<file path="src/logic/swrc_pkg.sv">
package swrc_pkg;
	// Register byte offsets, one aligned word each
	localparam logic [3:0] MCU_CTRL_OFS  = 4'h0;
	localparam logic [3:0] COMP_CTRL_OFS = 4'h4;
	localparam logic [3:0] STATUS_OFS    = 4'h8;
	localparam logic [3:0] CAUSE_OFS     = 4'hc;

	// Field positions
	localparam int SE_BIT      = 0;
	localparam int SM_BIT      = 1;
	localparam int CD_BIT      = 7;
	localparam int STATE_LSB   = 0;
	localparam int VARIANT_BIT = 4;
	localparam int CAUSE_POR   = 0;
	localparam int CAUSE_EXT   = 1;
	localparam int CAUSE_WDT   = 2;
	localparam int CAUSE_BOD   = 3;

	// Reset values
	localparam logic       SE_RST    = 1'b0;
	localparam logic       SM_RST    = 1'b0;
	localparam logic       CD_RST    = 1'b0;
	localparam logic [3:0] CAUSE_RST = 4'h0;

	// Timing
	localparam int CLK_MHZ           = 250;
	localparam int RST_PIN_MIN_NS    = 50;
	localparam int RST_PIN_CYC       = (RST_PIN_MIN_NS * CLK_MHZ + 999) / 1000;
	localparam int WDT_NOM_PERIOD_NS = 2700;
	localparam int WAKE_QUAL_TICKS   = 2;
	localparam int CAL_WAKE_HALT_CYC = 4;
	localparam int PC_FLAG_DELAY_CYC = 2;
	localparam int CK_6              = 6;
	localparam int CK_1K             = 1024;
	localparam int CK_16K            = 16384;
	localparam int CK_32K            = 32768;
	localparam int WDT_256           = 256;
	localparam int WDT_1K            = 1024;
	localparam int WDT_4K            = 4096;

	// Sleep and reset sequencing states
	typedef enum logic [2:0] {
		ST_RUN     = 3'b000,
		ST_IDLE    = 3'b001,
		ST_PDOWN   = 3'b010,
		ST_WAKEDLY = 3'b011,
		ST_HALT    = 3'b100,
		ST_RESET   = 3'b101,
		ST_BOOT    = 3'b110
	} swrc_state_t;

	// Classic Wishbone request from the master
	typedef struct packed {
		logic        cyc;
		logic        stb;
		logic        we;
		logic [3:0]  adr;
		logic [3:0]  sel;
		logic [31:0] dat;
	} swrc_wb_req_t;
endpackage

</file>
<file path="src/logic/swrc_sync.sv">
`timescale 1ns/10ps
module swrc_sync #(
	parameter int               WIDTH   = 1,
	parameter logic [WIDTH-1:0] RST_VAL = '0
) (
	// Clock and reset
	input  wire logic             clk,
	input  wire logic             rst_n,
	// Asynchronous inputs and their synchronised copies
	input  wire logic [WIDTH-1:0] asyncIn,
	output logic      [WIDTH-1:0] syncOut
);
	logic [WIDTH-1:0] meta_reg;

	// Two stages; the first stage feeds only the second
	always_ff @(posedge clk) begin
		if (!rst_n) begin
			meta_reg <= RST_VAL;
			syncOut  <= RST_VAL;
		end else begin
			meta_reg <= asyncIn;
			syncOut  <= meta_reg;
		end
	end
endmodule

</file>
<file path="src/logic/swrc_top.sv">
// Implementation choices: the register offsets and the Wishbone interface to the registers.
`timescale 1ns/10ps
module swrc_top #(
	parameter int WAKE_CK_16K = swrc_pkg::CK_16K,
	parameter int WAKE_CK_32K = swrc_pkg::CK_32K
) (
	// Clock and reset
	input  wire logic                   clk,
	input  wire logic                   rst_n,
	// Wishbone slave
	input  wire swrc_pkg::swrc_wb_req_t wbReq,
	output logic                        wbAck,
	output logic [31:0]                 wbDatOut,
	// CPU core side, same clock
	input  wire logic                   sleepInstr,
	input  wire logic                   irqReq,
	input  wire logic                   compIrq,
	input  wire logic                   extAIrqEn,
	input  wire logic                   pinChgIrqEn,
	input  wire logic                   wdtEnable,
	output logic                        cpuHalt,
	output logic                        cpuRst_n,
	output logic                        mainOscEn,
	output logic                        irqAllow,
	output logic                        wakeIrqDrop,
	output logic                        pcFlagUpdate,
	output logic                        compPowerDown,
	// Pins and analog detectors, asynchronous
	input  wire logic                   resetPin_n,
	input  wire logic                   extAPin_n,
	input  wire logic                   pinChgPin,
	input  wire logic                   wdtOscClk,
	input  wire logic                   wdtExpire,
	input  wire logic                   brownOut,
	input  wire logic                   powerOn,
	// Straps and fuses, static
	input  wire logic                   calibVariant,
	input  wire logic                   bodLevelProg,
	input  wire logic [3:0]             clkSelFuses
);
	import swrc_pkg::*;

	// Synchroniser resets to idle pin levels: reset pin and ext_a high,
	// so no false wake or reset request follows the release of rst_n
	localparam logic [12:0] SYNC_RST = 13'h0003;

	swrc_state_t stateReg;
	swrc_state_t stateNext;
	logic [12:0] syncVec;
	logic        rstPinS, extAS, pcS, wdtOscS, wdtExpS, bodS, porS;
	logic        calibS, bodProgS;
	logic [3:0]  fuseS;
	logic        calib_reg, bodProg_reg;
	logic [3:0]  fuse_reg;
	logic        wdtPrev_reg, wdtExpPrev_reg, wdtTick, wdtHit;
	logic [3:0]  rstLowCnt_reg;
	logic        extRst, resetReq;
	logic        sleepEn_reg, sleepMode_reg;
	logic [3:0]  cause_reg;
	logic        wbHit, wbWrite;
	logic [31:0] readMux;
	logic        pcRef_reg, extCond, pcCond, pdCond, idleWake;
	logic [15:0] clkCnt_reg, ckLast;
	logic [12:0] wdtCnt_reg, rtTarget;
	logic        ckDone, rtDone, haltDone;
	logic [1:0]  qualCnt_reg, pcDly_reg, pcDlyNext;
	logic        qualified, serve_reg, wakeByPc_reg;

	// Wake and reset pins pass two flops before any use
	swrc_sync #(
		.WIDTH   (13),
		.RST_VAL (SYNC_RST)
	) u_sync (
		.clk     (clk),
		.rst_n   (rst_n),
		.asyncIn ({clkSelFuses, bodLevelProg, calibVariant, powerOn,
			brownOut, wdtExpire, wdtOscClk, pinChgPin, extAPin_n,
			resetPin_n}),
		.syncOut (syncVec)
	);
	assign {fuseS, bodProgS, calibS, porS, bodS, wdtExpS, wdtOscS, pcS,
		extAS, rstPinS} = syncVec;

	// Straps are caught while the reset path runs, never by the reset itself
	always_ff @(posedge clk) begin
		if (!rst_n) begin
			calib_reg   <= 1'b0;
			bodProg_reg <= 1'b0;
			fuse_reg    <= 4'h0;
		end else if (stateReg == ST_RESET) begin
			calib_reg   <= calibS;
			bodProg_reg <= bodProgS;
			fuse_reg    <= fuseS;
		end
	end

	// Edge detection on the watchdog oscillator and its expiry strobe
	always_ff @(posedge clk) begin
		if (!rst_n) begin
			wdtPrev_reg    <= 1'b0;
			wdtExpPrev_reg <= 1'b0;
		end else begin
			wdtPrev_reg    <= wdtOscS;
			wdtExpPrev_reg <= wdtExpS;
		end
	end
	assign wdtTick = wdtOscS && !wdtPrev_reg;
	assign wdtHit  = wdtExpS && !wdtExpPrev_reg && wdtEnable;

	// Glitch filter: the pin must stay low for the full minimum width
	always_ff @(posedge clk) begin
		if (!rst_n || rstPinS) begin
			rstLowCnt_reg <= 4'h0;
		end else if (!extRst) begin
			rstLowCnt_reg <= rstLowCnt_reg + 4'h1;
		end
	end
	assign extRst   = rstLowCnt_reg == 4'(RST_PIN_CYC);
	assign resetReq = porS || extRst || wdtHit
		|| (bodS && calib_reg);

	// Start-up counts from the fuses; long counts are module parameters
	function automatic logic [15:0] ck_count(input logic [3:0] f);
		case (f)
			4'hf, 4'he, 4'hd, 4'h9: ck_count = 16'(CK_1K - 1);
			4'hc, 4'hb, 4'ha:       ck_count = 16'(WAKE_CK_16K - 1);
			4'h8:                   ck_count = 16'(WAKE_CK_32K - 1);
			default:                ck_count = 16'(CK_6 - 1);
		endcase
	endfunction

	function automatic logic [12:0] rt_count(input logic [3:0] f,
		input logic prog);
		case (f)
			4'he, 4'hb, 4'h6, 4'h3, 4'h0:
				rt_count = prog ? 13'(WDT_1K) : 13'(WDT_256);
			4'hd, 4'ha, 4'h9, 4'h8, 4'h5, 4'h2:
				rt_count = prog ? 13'(WDT_1K) : 13'(WDT_4K);
			default:
				rt_count = 13'h0000;
		endcase
	endfunction

	assign ckLast   = ck_count(fuse_reg);
	assign rtTarget = rt_count(fuse_reg, bodProg_reg);
	assign ckDone   = clkCnt_reg == ckLast;
	assign rtDone   = (rtTarget == 13'h0000) || (wdtCnt_reg == rtTarget);
	assign haltDone = clkCnt_reg == 16'(CAL_WAKE_HALT_CYC - 1);

	// Wake conditions; pin change is judged against the level at entry
	assign extCond  = extAIrqEn && !extAS;
	assign pcCond   = pinChgIrqEn && (pcS != pcRef_reg);
	assign pdCond   = extCond || pcCond;
	assign idleWake = irqReq || (compIrq && !compPowerDown)
		|| pdCond;

	// Next state; every reset source wins over sleep handling
	always_comb begin
		stateNext = stateReg;
		if (resetReq) begin
			stateNext = ST_RESET;
		end else begin
			case (stateReg)
				ST_RUN: begin
					if (sleepInstr && sleepEn_reg) begin
						stateNext = sleepMode_reg ? ST_PDOWN : ST_IDLE;
					end
				end
				ST_IDLE: begin
					if (idleWake) begin
						stateNext = calib_reg ? ST_HALT : ST_RUN;
					end
				end
				ST_PDOWN: begin
					if (pdCond) begin
						stateNext = ST_WAKEDLY;
					end
				end
				ST_WAKEDLY: begin
					if (!calib_reg && !pdCond) begin
						stateNext = ST_PDOWN;
					end else if (ckDone) begin
						stateNext = calib_reg ? ST_HALT : ST_RUN;
					end
				end
				ST_HALT: begin
					if (haltDone) begin
						stateNext = ST_RUN;
					end
				end
				ST_RESET: begin
					if (rtDone) begin
						stateNext = ST_BOOT;
					end
				end
				ST_BOOT: begin
					if (ckDone) begin
						stateNext = ST_RUN;
					end
				end
				default: begin
					stateNext = ST_RESET;
				end
			endcase
		end
	end

	// State register
	always_ff @(posedge clk) begin
		if (!rst_n) begin
			stateReg <= ST_RESET;
		end else begin
			stateReg <= stateNext;
		end
	end

	// Cycle counter restarts on every state change
	always_ff @(posedge clk) begin
		if (!rst_n || stateNext != stateReg) begin
			clkCnt_reg <= 16'h0000;
		end else if (clkCnt_reg != 16'hffff) begin
			clkCnt_reg <= clkCnt_reg + 16'h0001;
		end
	end

	// Real-time part counts watchdog ticks after the source releases
	always_ff @(posedge clk) begin
		if (!rst_n || resetReq || stateReg != ST_RESET) begin
			wdtCnt_reg <= 13'h0000;
		end else if (wdtTick && !rtDone) begin
			wdtCnt_reg <= wdtCnt_reg + 13'h0001;
		end
	end

	// Qualification needs the level held over consecutive ticks
	always_ff @(posedge clk) begin
		if (!rst_n || stateReg != ST_WAKEDLY) begin
			qualCnt_reg <= 2'h0;
		end else if (!qualified && !pdCond) begin
			qualCnt_reg <= 2'h0;
		end else if (!qualified && wdtTick) begin
			qualCnt_reg <= qualCnt_reg + 2'h1;
		end
	end
	assign qualified = qualCnt_reg == 2'(WAKE_QUAL_TICKS);

	// Wake bookkeeping: reference level, cause and whether to serve
	always_ff @(posedge clk) begin
		if (!rst_n) begin
			pcRef_reg    <= 1'b0;
			wakeByPc_reg <= 1'b0;
			serve_reg    <= 1'b0;
		end else begin
			if (stateReg == ST_RUN) begin
				pcRef_reg <= pcS;
			end
			if (stateReg == ST_PDOWN && pdCond) begin
				wakeByPc_reg <= pcCond && !extCond;
			end else if (stateReg == ST_IDLE) begin
				wakeByPc_reg <= 1'b0;
			end
			if (stateReg == ST_IDLE) begin
				serve_reg <= 1'b1;
			end else if (stateReg == ST_WAKEDLY) begin
				serve_reg <= qualified || pdCond;
			end
		end
	end

	// Simple variant lets two cycles run before the pin-change flag
	always_comb begin
		pcDlyNext = 2'h0;
		if (stateReg == ST_WAKEDLY && stateNext == ST_RUN && wakeByPc_reg) begin
			pcDlyNext = 2'(PC_FLAG_DELAY_CYC);
		end else if (pcDly_reg != 2'h0 && stateNext == ST_RUN) begin
			pcDlyNext = pcDly_reg - 2'h1;
		end
	end

	// CPU controls, all registered from the next state
	always_ff @(posedge clk) begin
		if (!rst_n) begin
			pcDly_reg    <= 2'h0;
			cpuHalt      <= 1'b1;
			cpuRst_n     <= 1'b0;
			mainOscEn    <= 1'b1;
			irqAllow     <= 1'b0;
			wakeIrqDrop  <= 1'b0;
			pcFlagUpdate <= 1'b0;
		end else begin
			pcDly_reg    <= pcDlyNext;
			cpuHalt      <= stateNext != ST_RUN;
			cpuRst_n     <= stateNext != ST_RESET
				&& stateNext != ST_BOOT;
			mainOscEn    <= stateNext != ST_PDOWN;
			irqAllow     <= stateNext == ST_RUN && pcDlyNext == 2'h0;
			wakeIrqDrop  <= stateReg == ST_HALT && stateNext == ST_RUN
				&& !serve_reg;
			pcFlagUpdate <= (pcDly_reg == 2'h1 && pcDlyNext == 2'h0)
				|| (stateReg == ST_HALT && stateNext == ST_RUN
				&& serve_reg && wakeByPc_reg);
		end
	end

	// Wishbone: ack one cycle after the strobe, write on the ack edge
	assign wbHit   = wbReq.cyc && wbReq.stb;
	assign wbWrite = wbHit && wbReq.we && wbAck && wbReq.sel[0];

	always_comb begin
		readMux = 32'h00000000;
		case (wbReq.adr)
			MCU_CTRL_OFS: begin
				readMux[SE_BIT] = sleepEn_reg;
				readMux[SM_BIT] = sleepMode_reg;
			end
			COMP_CTRL_OFS: readMux[CD_BIT] = compPowerDown;
			STATUS_OFS: begin
				readMux[STATE_LSB +: 3] = stateReg;
				readMux[VARIANT_BIT]    = calib_reg;
			end
			CAUSE_OFS:     readMux[3:0] = cause_reg;
			default:       readMux = 32'h00000000;
		endcase
	end

	always_ff @(posedge clk) begin
		if (!rst_n) begin
			wbAck    <= 1'b0;
			wbDatOut <= 32'h00000000;
		end else begin
			wbAck <= wbHit && !wbAck;
			if (wbHit && !wbAck) begin
				wbDatOut <= readMux;
			end
		end
	end

	// Control bits return to initial values on any reset, not on sleep
	always_ff @(posedge clk) begin
		if (!rst_n || stateReg == ST_RESET) begin
			sleepEn_reg   <= SE_RST;
			sleepMode_reg <= SM_RST;
			compPowerDown <= CD_RST;
		end else if (wbWrite && wbReq.adr == MCU_CTRL_OFS) begin
			sleepEn_reg   <= wbReq.dat[SE_BIT];
			sleepMode_reg <= wbReq.dat[SM_BIT];
		end else if (wbWrite && wbReq.adr == COMP_CTRL_OFS) begin
			compPowerDown <= wbReq.dat[CD_BIT];
		end
	end

	// Reset cause survives internal resets; set wins over write-one clear
	always_ff @(posedge clk) begin
		if (!rst_n) begin
			cause_reg <= CAUSE_RST;
		end else begin
			cause_reg <= (cause_reg & ~((wbWrite && wbReq.adr == CAUSE_OFS)
				? wbReq.dat[3:0] : 4'h0))
				| {bodS && calib_reg, wdtHit, extRst, porS};
		end
	end
endmodule

</file>
<file path="config.mk">
export PLATFORM = sky130hd
export DESIGN_NAME = swrc_top
export DESIGN_NICKNAME = d
export VERILOG_FILES = /design/src/logic/swrc_pkg.sv /design/src/logic/swrc_sync.sv /design/src/logic/swrc_top.sv
export SDC_FILE = /design/constraint.sdc
export NUM_CORES = 1
export LEC_CHECK = 0
export BUFFER_PORTS_ARGS = -buffer_cell sky130_fd_sc_hd__buf_4
export CAP_MARGIN = 10
export CORE_MARGIN = 2
export CORE_UTILIZATION = 54
export CTS_CLUSTER_SIZE = 25
export DETAILED_ROUTE_END_ITERATION = 8
export GPL_TIMING_DRIVEN = 0
export PLACE_DENSITY = 0.8
export SLEW_MARGIN = 20
export SYNTH_ARGS = -nofsm -noshare
export SYNTH_HDL_FRONTEND = slang
export SYNTH_HIERARCHICAL = 1
export SYNTH_SLANG_ARGS = --single-unit
</file>
<file path="constraint.sdc">
create_clock -name clk -period 3.66 [get_ports clk]
set_clock_uncertainty 0.1 [all_clocks]
set_input_delay 0.549 -clock clk [delete_from_list [all_inputs] [get_ports clk]]
set_output_delay 0.549 -clock clk [all_outputs]
set_load 0.02 [all_outputs]
</file>
# Word-level counts from Yosys, hierarchy flattened
# Memory sizes are Yosys's and may differ from the RTL's. A register that Yosys moved wholly into a read port is not among the register bits.
# Cells that the tools add are included.
# totals
ff_bits	97
mem_bits_ro	208
in_bits	64
wordCells	173
mem_count	1
# memory_table
name	words	width	rd	rd_ports_with_merged_regs	wr	line_no	rtl
(no name shown)	16	13	1	1	0	swrc_top.sv:124	case (f)
# classes
add_sub_neg	5
eq_ne	33
mux	29
bitwise	4
reduce_logical	73
# ops
op	n
4-bit equality test (second input constant)	9
1-bit logical AND	32
3-bit two-way mux	10
13-bit case mux with 2 select lines	1
3-bit case mux with 7 select lines	1
16-bit by 1-bit adder with 16-bit output (second input constant)	1
16-bit equality test	1
16-bit by 2-bit equality test with 1-bit output (second input constant)	1
16-bit inequality test (second input constant)	1
1-bit logical OR	15
13-bit by 1-bit adder with 13-bit output (second input constant)	1
13-bit equality test	1
13-bit zero test	1
13-bit two-way mux	1
4-bit by 3-bit equality test with 1-bit output (second input constant)	3
1-bit zero test	12
4-bit two-way mux	3
11-bit two-way mux	1
3-bit equality test (second input constant)	3
3-bit inequality test (second input constant)	3
4-bit by 2-bit equality test with 1-bit output (second input constant)	2
4-bit zero test	2
1-bit two-way mux	7
3-bit by 2-bit equality test with 1-bit output (second input constant)	2
other kinds (24)	30

# Longest topological paths before layout
# depth
ltp_word	15
mapped_depth	10
ltp_nobuf	9

# Modules after synthesis
# Netlist, hierarchy kept.
# by_module_without_submodules
mod	n_inst	cells_per_inst	area_per_inst_um2	seq_area_each_um2
swrc_top	1	461	3880.0	1481.4
swrc_sync	1	54	720.7	520.5

# Worst setup path after synthesis
# No wires, ideal clock.
# synth_timing
path_kind	register -> register
from	register clkCnt_reg[8]
to	register clkCnt_reg[10]
t_arrival_ps	2638
t_required_ps	3487
setup_slack_ps	849
stages_incl_launch_ff	9
path_buffers	1
cell_sequence	dfxtp_1 > or3_1 > a2111o_1 > a211o_1 > mux2i_1 > a21boi_1 > mux2_2 > buf_2 > nor3_2
# synth_via
elab_chain_len	7
word_cells_on_any_way	12
classes_between	add/sub (1); eq/ne (4); mux (6); reduce/logical (1)
# synth_rtl
item	line_no	rtl
start, declared	swrc_top.sv:63	logic [15:0] clkCnt_reg, ckLast;
start signal, assigned	swrc_top.sv:222	clkCnt_reg <= clkCnt_reg + 16'h0001;
16-bit equality test	swrc_top.sv:146	assign ckDone = clkCnt_reg == ckLast;
3-bit two-way mux	swrc_top.sv:182	end else if (ckDone) begin
3-bit two-way mux	swrc_top.sv:180	if (!calib_reg && !pdCond) begin
3-bit case mux with 7 select lines	swrc_top.sv:163	case (stateReg)
3-bit two-way mux	swrc_top.sv:160	if (resetReq) begin
3-bit inequality test	swrc_top.sv:219	if (!rst_n || stateNext != stateReg) begin
1-bit logical OR	swrc_top.sv:219	
# Parallel ways exist; a longest one is shown, timed or not.
# A chain may end at the register's enable or synchronous reset.

# Final worst setup path
# layout_timing
from	register clkCnt_reg[8]
to	register clkCnt_reg[8]
# Same word-level chain as after synthesis.

==> summary.txt <==
Status
  • Run status: completed

Worst setup path
  • CP Class: register to register
  • Crit path capture type: register
  • Arr. time, crit path: ~3400 ps
  • Slowest stage delay, CP: 470 ps
  • Delay-heaviest family, CP: compound AO/OA/AOI/OAI gates
  • CP required: 3870 ps
  • Crit-path cells: or3_1, a2111o_1, a211o_1, mux2i_1, a21boi_1, mux2_2, buf_2, nor3_2
  • Crit path buffers/inverters: 1
  • Number of cells on the critical path: 8
  • R2R depth: 8
  • CP startpoint kind: register
  • Critical-path maximum fanout: 10
  • Crit path max-delay cell type: mux2_2

GRT
  • Global-route usage over all layers: 0.2123
  • GR Util met2: 0.3478
  • Largest net degree at the start of global routing: 20
  • Vias in the first global route: roughly 3500
  • Most Used Layer, Global Route: met2
  • First-pass GRT wire length: 15440 um
  • Antenna violations before repair: 0
  • Grt ovf: 0
  • Met3 usage: 0.03837
  • GR Layer Usage met1: 0.2771

Timing
  • Endpoints failing hold: 0
  • Final TNS setup: 0 ps
  • Final period util: 0.8619
  • Final Slew Violations: 0
  • Worst-margin pin slew: 811.9 ps
  • Slew HR: 0.4447
  • Min Tclk post-route: 3154 ps
  • Final worst setup slack: 505.6 ps
  • # setup viols final: 0
  • Max Clk Rate: 317.0 MHz
  • Worst hold slack: 241.0 ps
  • Unrepaired setup endpoints after global routing: false

Yosys
  • Ys flop type: dfxtp_1
  • Share of the synthesized area in the top cell type: 0.4351
  • Seq/Total Area, Yosys: 0.4351
  • Synth warnings: 6
  • Synth Register Bits: 100
  • Synth area leader: dfxtp_1
  • Number of synthesized flops with an enable pin: 0
  • Syn Area/Cell: 8.933 um^2
  • Dominant cells by area after synthesis: dfxtp_1 44%, buf_4 4.2%, nand2_1 3.8%, nor2_1 3.3%, a21oi_1 3.2%
  • Cell Area, Synth: 4601 um^2
  • Post-synth ARST share: 0
  • Synth cell types: between 60 and 70
  • Post-Synthesis Cells: around 520

Floorplanning
  • Row cnt: 33
  • Boundary pin count: 104
  • Full die area: 9274 um^2
  • Die W: approximately 96 um
  • Initial Util: 0.5571
  • Core Area: 8258 um^2
  • Die Height: 96.30 um

Run
  • Max_cap viols: 0

Place
  • PortBufs: 45
  • Setup WS pre-CTS: 556.5 ps
  • Cell Area, Placed: 5164 um^2
  • Placer Congestion: 0.8853
  • Detailed placement HPWL: approximately 6800 um
  • Dpl cells: 690

Route
  • ANT nets after route: 0
  • Drt wl/cell: 13.19 um
  • Drt total wl: 9309 um
  • DR pass1 iterations: 4
  • DRC: 0
  • Routed vias/inst: 5.327
  • Initial drt markers: 177
  • Via count: 3761

Cells and area
  • Post-layout util: 0.6541
  • Multi-input gate area: 2361 um^2
  • Finished Layout Cells: between 700 and 800
  • Post-route cell area: ~5400 um^2
  • Max reg flops: 16
  • Register area: 2002 um^2
  • Most common cell after layout, fill and taps aside: dfxtp_1
  • Final nets: 668
  • Most frequent cells in the layout: 100 x dfxtp_1, 71 x buf_4, 46 x nand2_1
  • Layout cells sized above 1: 0.2163
  • Area grow syn2layout: 17.41%
  • Ant. Diodes: 0
  • Fillers: 671

Clock network
  • CTS Buffer Depth: 2
  • Clock Latency Late Sink: 380 ps
  • Clk Tree Root Cell: clkbuf_8
  • Total clock sinks: 100
  • # Post-CTS Setup Buffers: 0
  • CTS tree: yes
  • Clock-pin transition on the worst setup and hold timing paths: around 100 ps
  • CTS H-tree depth: 3
  • Post-CTS Hold Fix Bufs: 0
  • Cts bufs inserted: 9
  • Post_cts resized: 0

Power
  • Peak supply drop: 0.2202 mV
  • Leakage power total: 2.244 nW
  • Power Density: roughly 500 nW/um^2
  • Pwr Total: 2.628 mW

Min path
  • Worst hold stages: 2
  • Worst hold path type: primary input to register
routing by layer:
metal / part of all wire / up-vias / routed length, um
li1: - / 1914 / -
met2: 0.48 / 125 / 4422
met1: 0.45 / 1709 / 4220
met5: 0 / - / 0
met3: 0.056 / 13 / 519
met4: 0.016 / 0 / 146
cells in the mapped netlist (10+ instances only):
cell,instances
dfxtp_1,100
nand2_1,46
nor2_1,41
a21oi_1,29
buf_4,26
nand3_1,24
and2_2,18
nor3_1,18
inv_1,14
o21ai_0,14
and3_1,13
xor2_1,13
clkbuf_1,12
mux2i_1,12
xnor2_1,11
and2_1,10
nand4_1,10
nor3_2,10
or3_1,10
path summary, 6_finish.rpt:
check | start | end | slack (ps)
max | clkCnt_reg[8] | clkCnt_reg[8] | 510
min | resetPin_n | u_sync/meta_reg[0] | 240
min reg2reg | u_sync/meta_reg[0] | u_sync/syncOut[0] | 320
max reg2reg | clkCnt_reg[8] | clkCnt_reg[8] | 510
logic make-up (layout without fill, tap and decap cells):
family,Yosys count,in the layout,share of synthesized area
simple gates,229,229,0.2720
mux,15,15,0.03345
xor+xnor,24,24,0.04569
flops,100,100,0.4351
compound gates,79,79,0.1191
other cells,1,26,0.0008151
fa+ha+maj,8,8,0.02176
buf+inv,59,120,0.07207
final cells by class:
| type | count | area share |
|---|---|---|
| Inverter | 14 | 0.009729 |
| Tap cell | 105 | 0.02432 |
| Clock buffer | 9 | 0.02293 |
| Multi-Input combinational cell | 381 | 0.4371 |
| Sequential cell | 100 | 0.3706 |
| Clock inverter | 7 | 0.02108 |
| Timing Repair Buffer | 45 | 0.06254 |
| Buffer | 45 | 0.05166 |
where the power goes:
part,internal (mW),switching (mW)
logic,0.228,0.409
registers,1.14,0.0370
clock network,0.403,0.413
(Power assumes the default switching activity.)
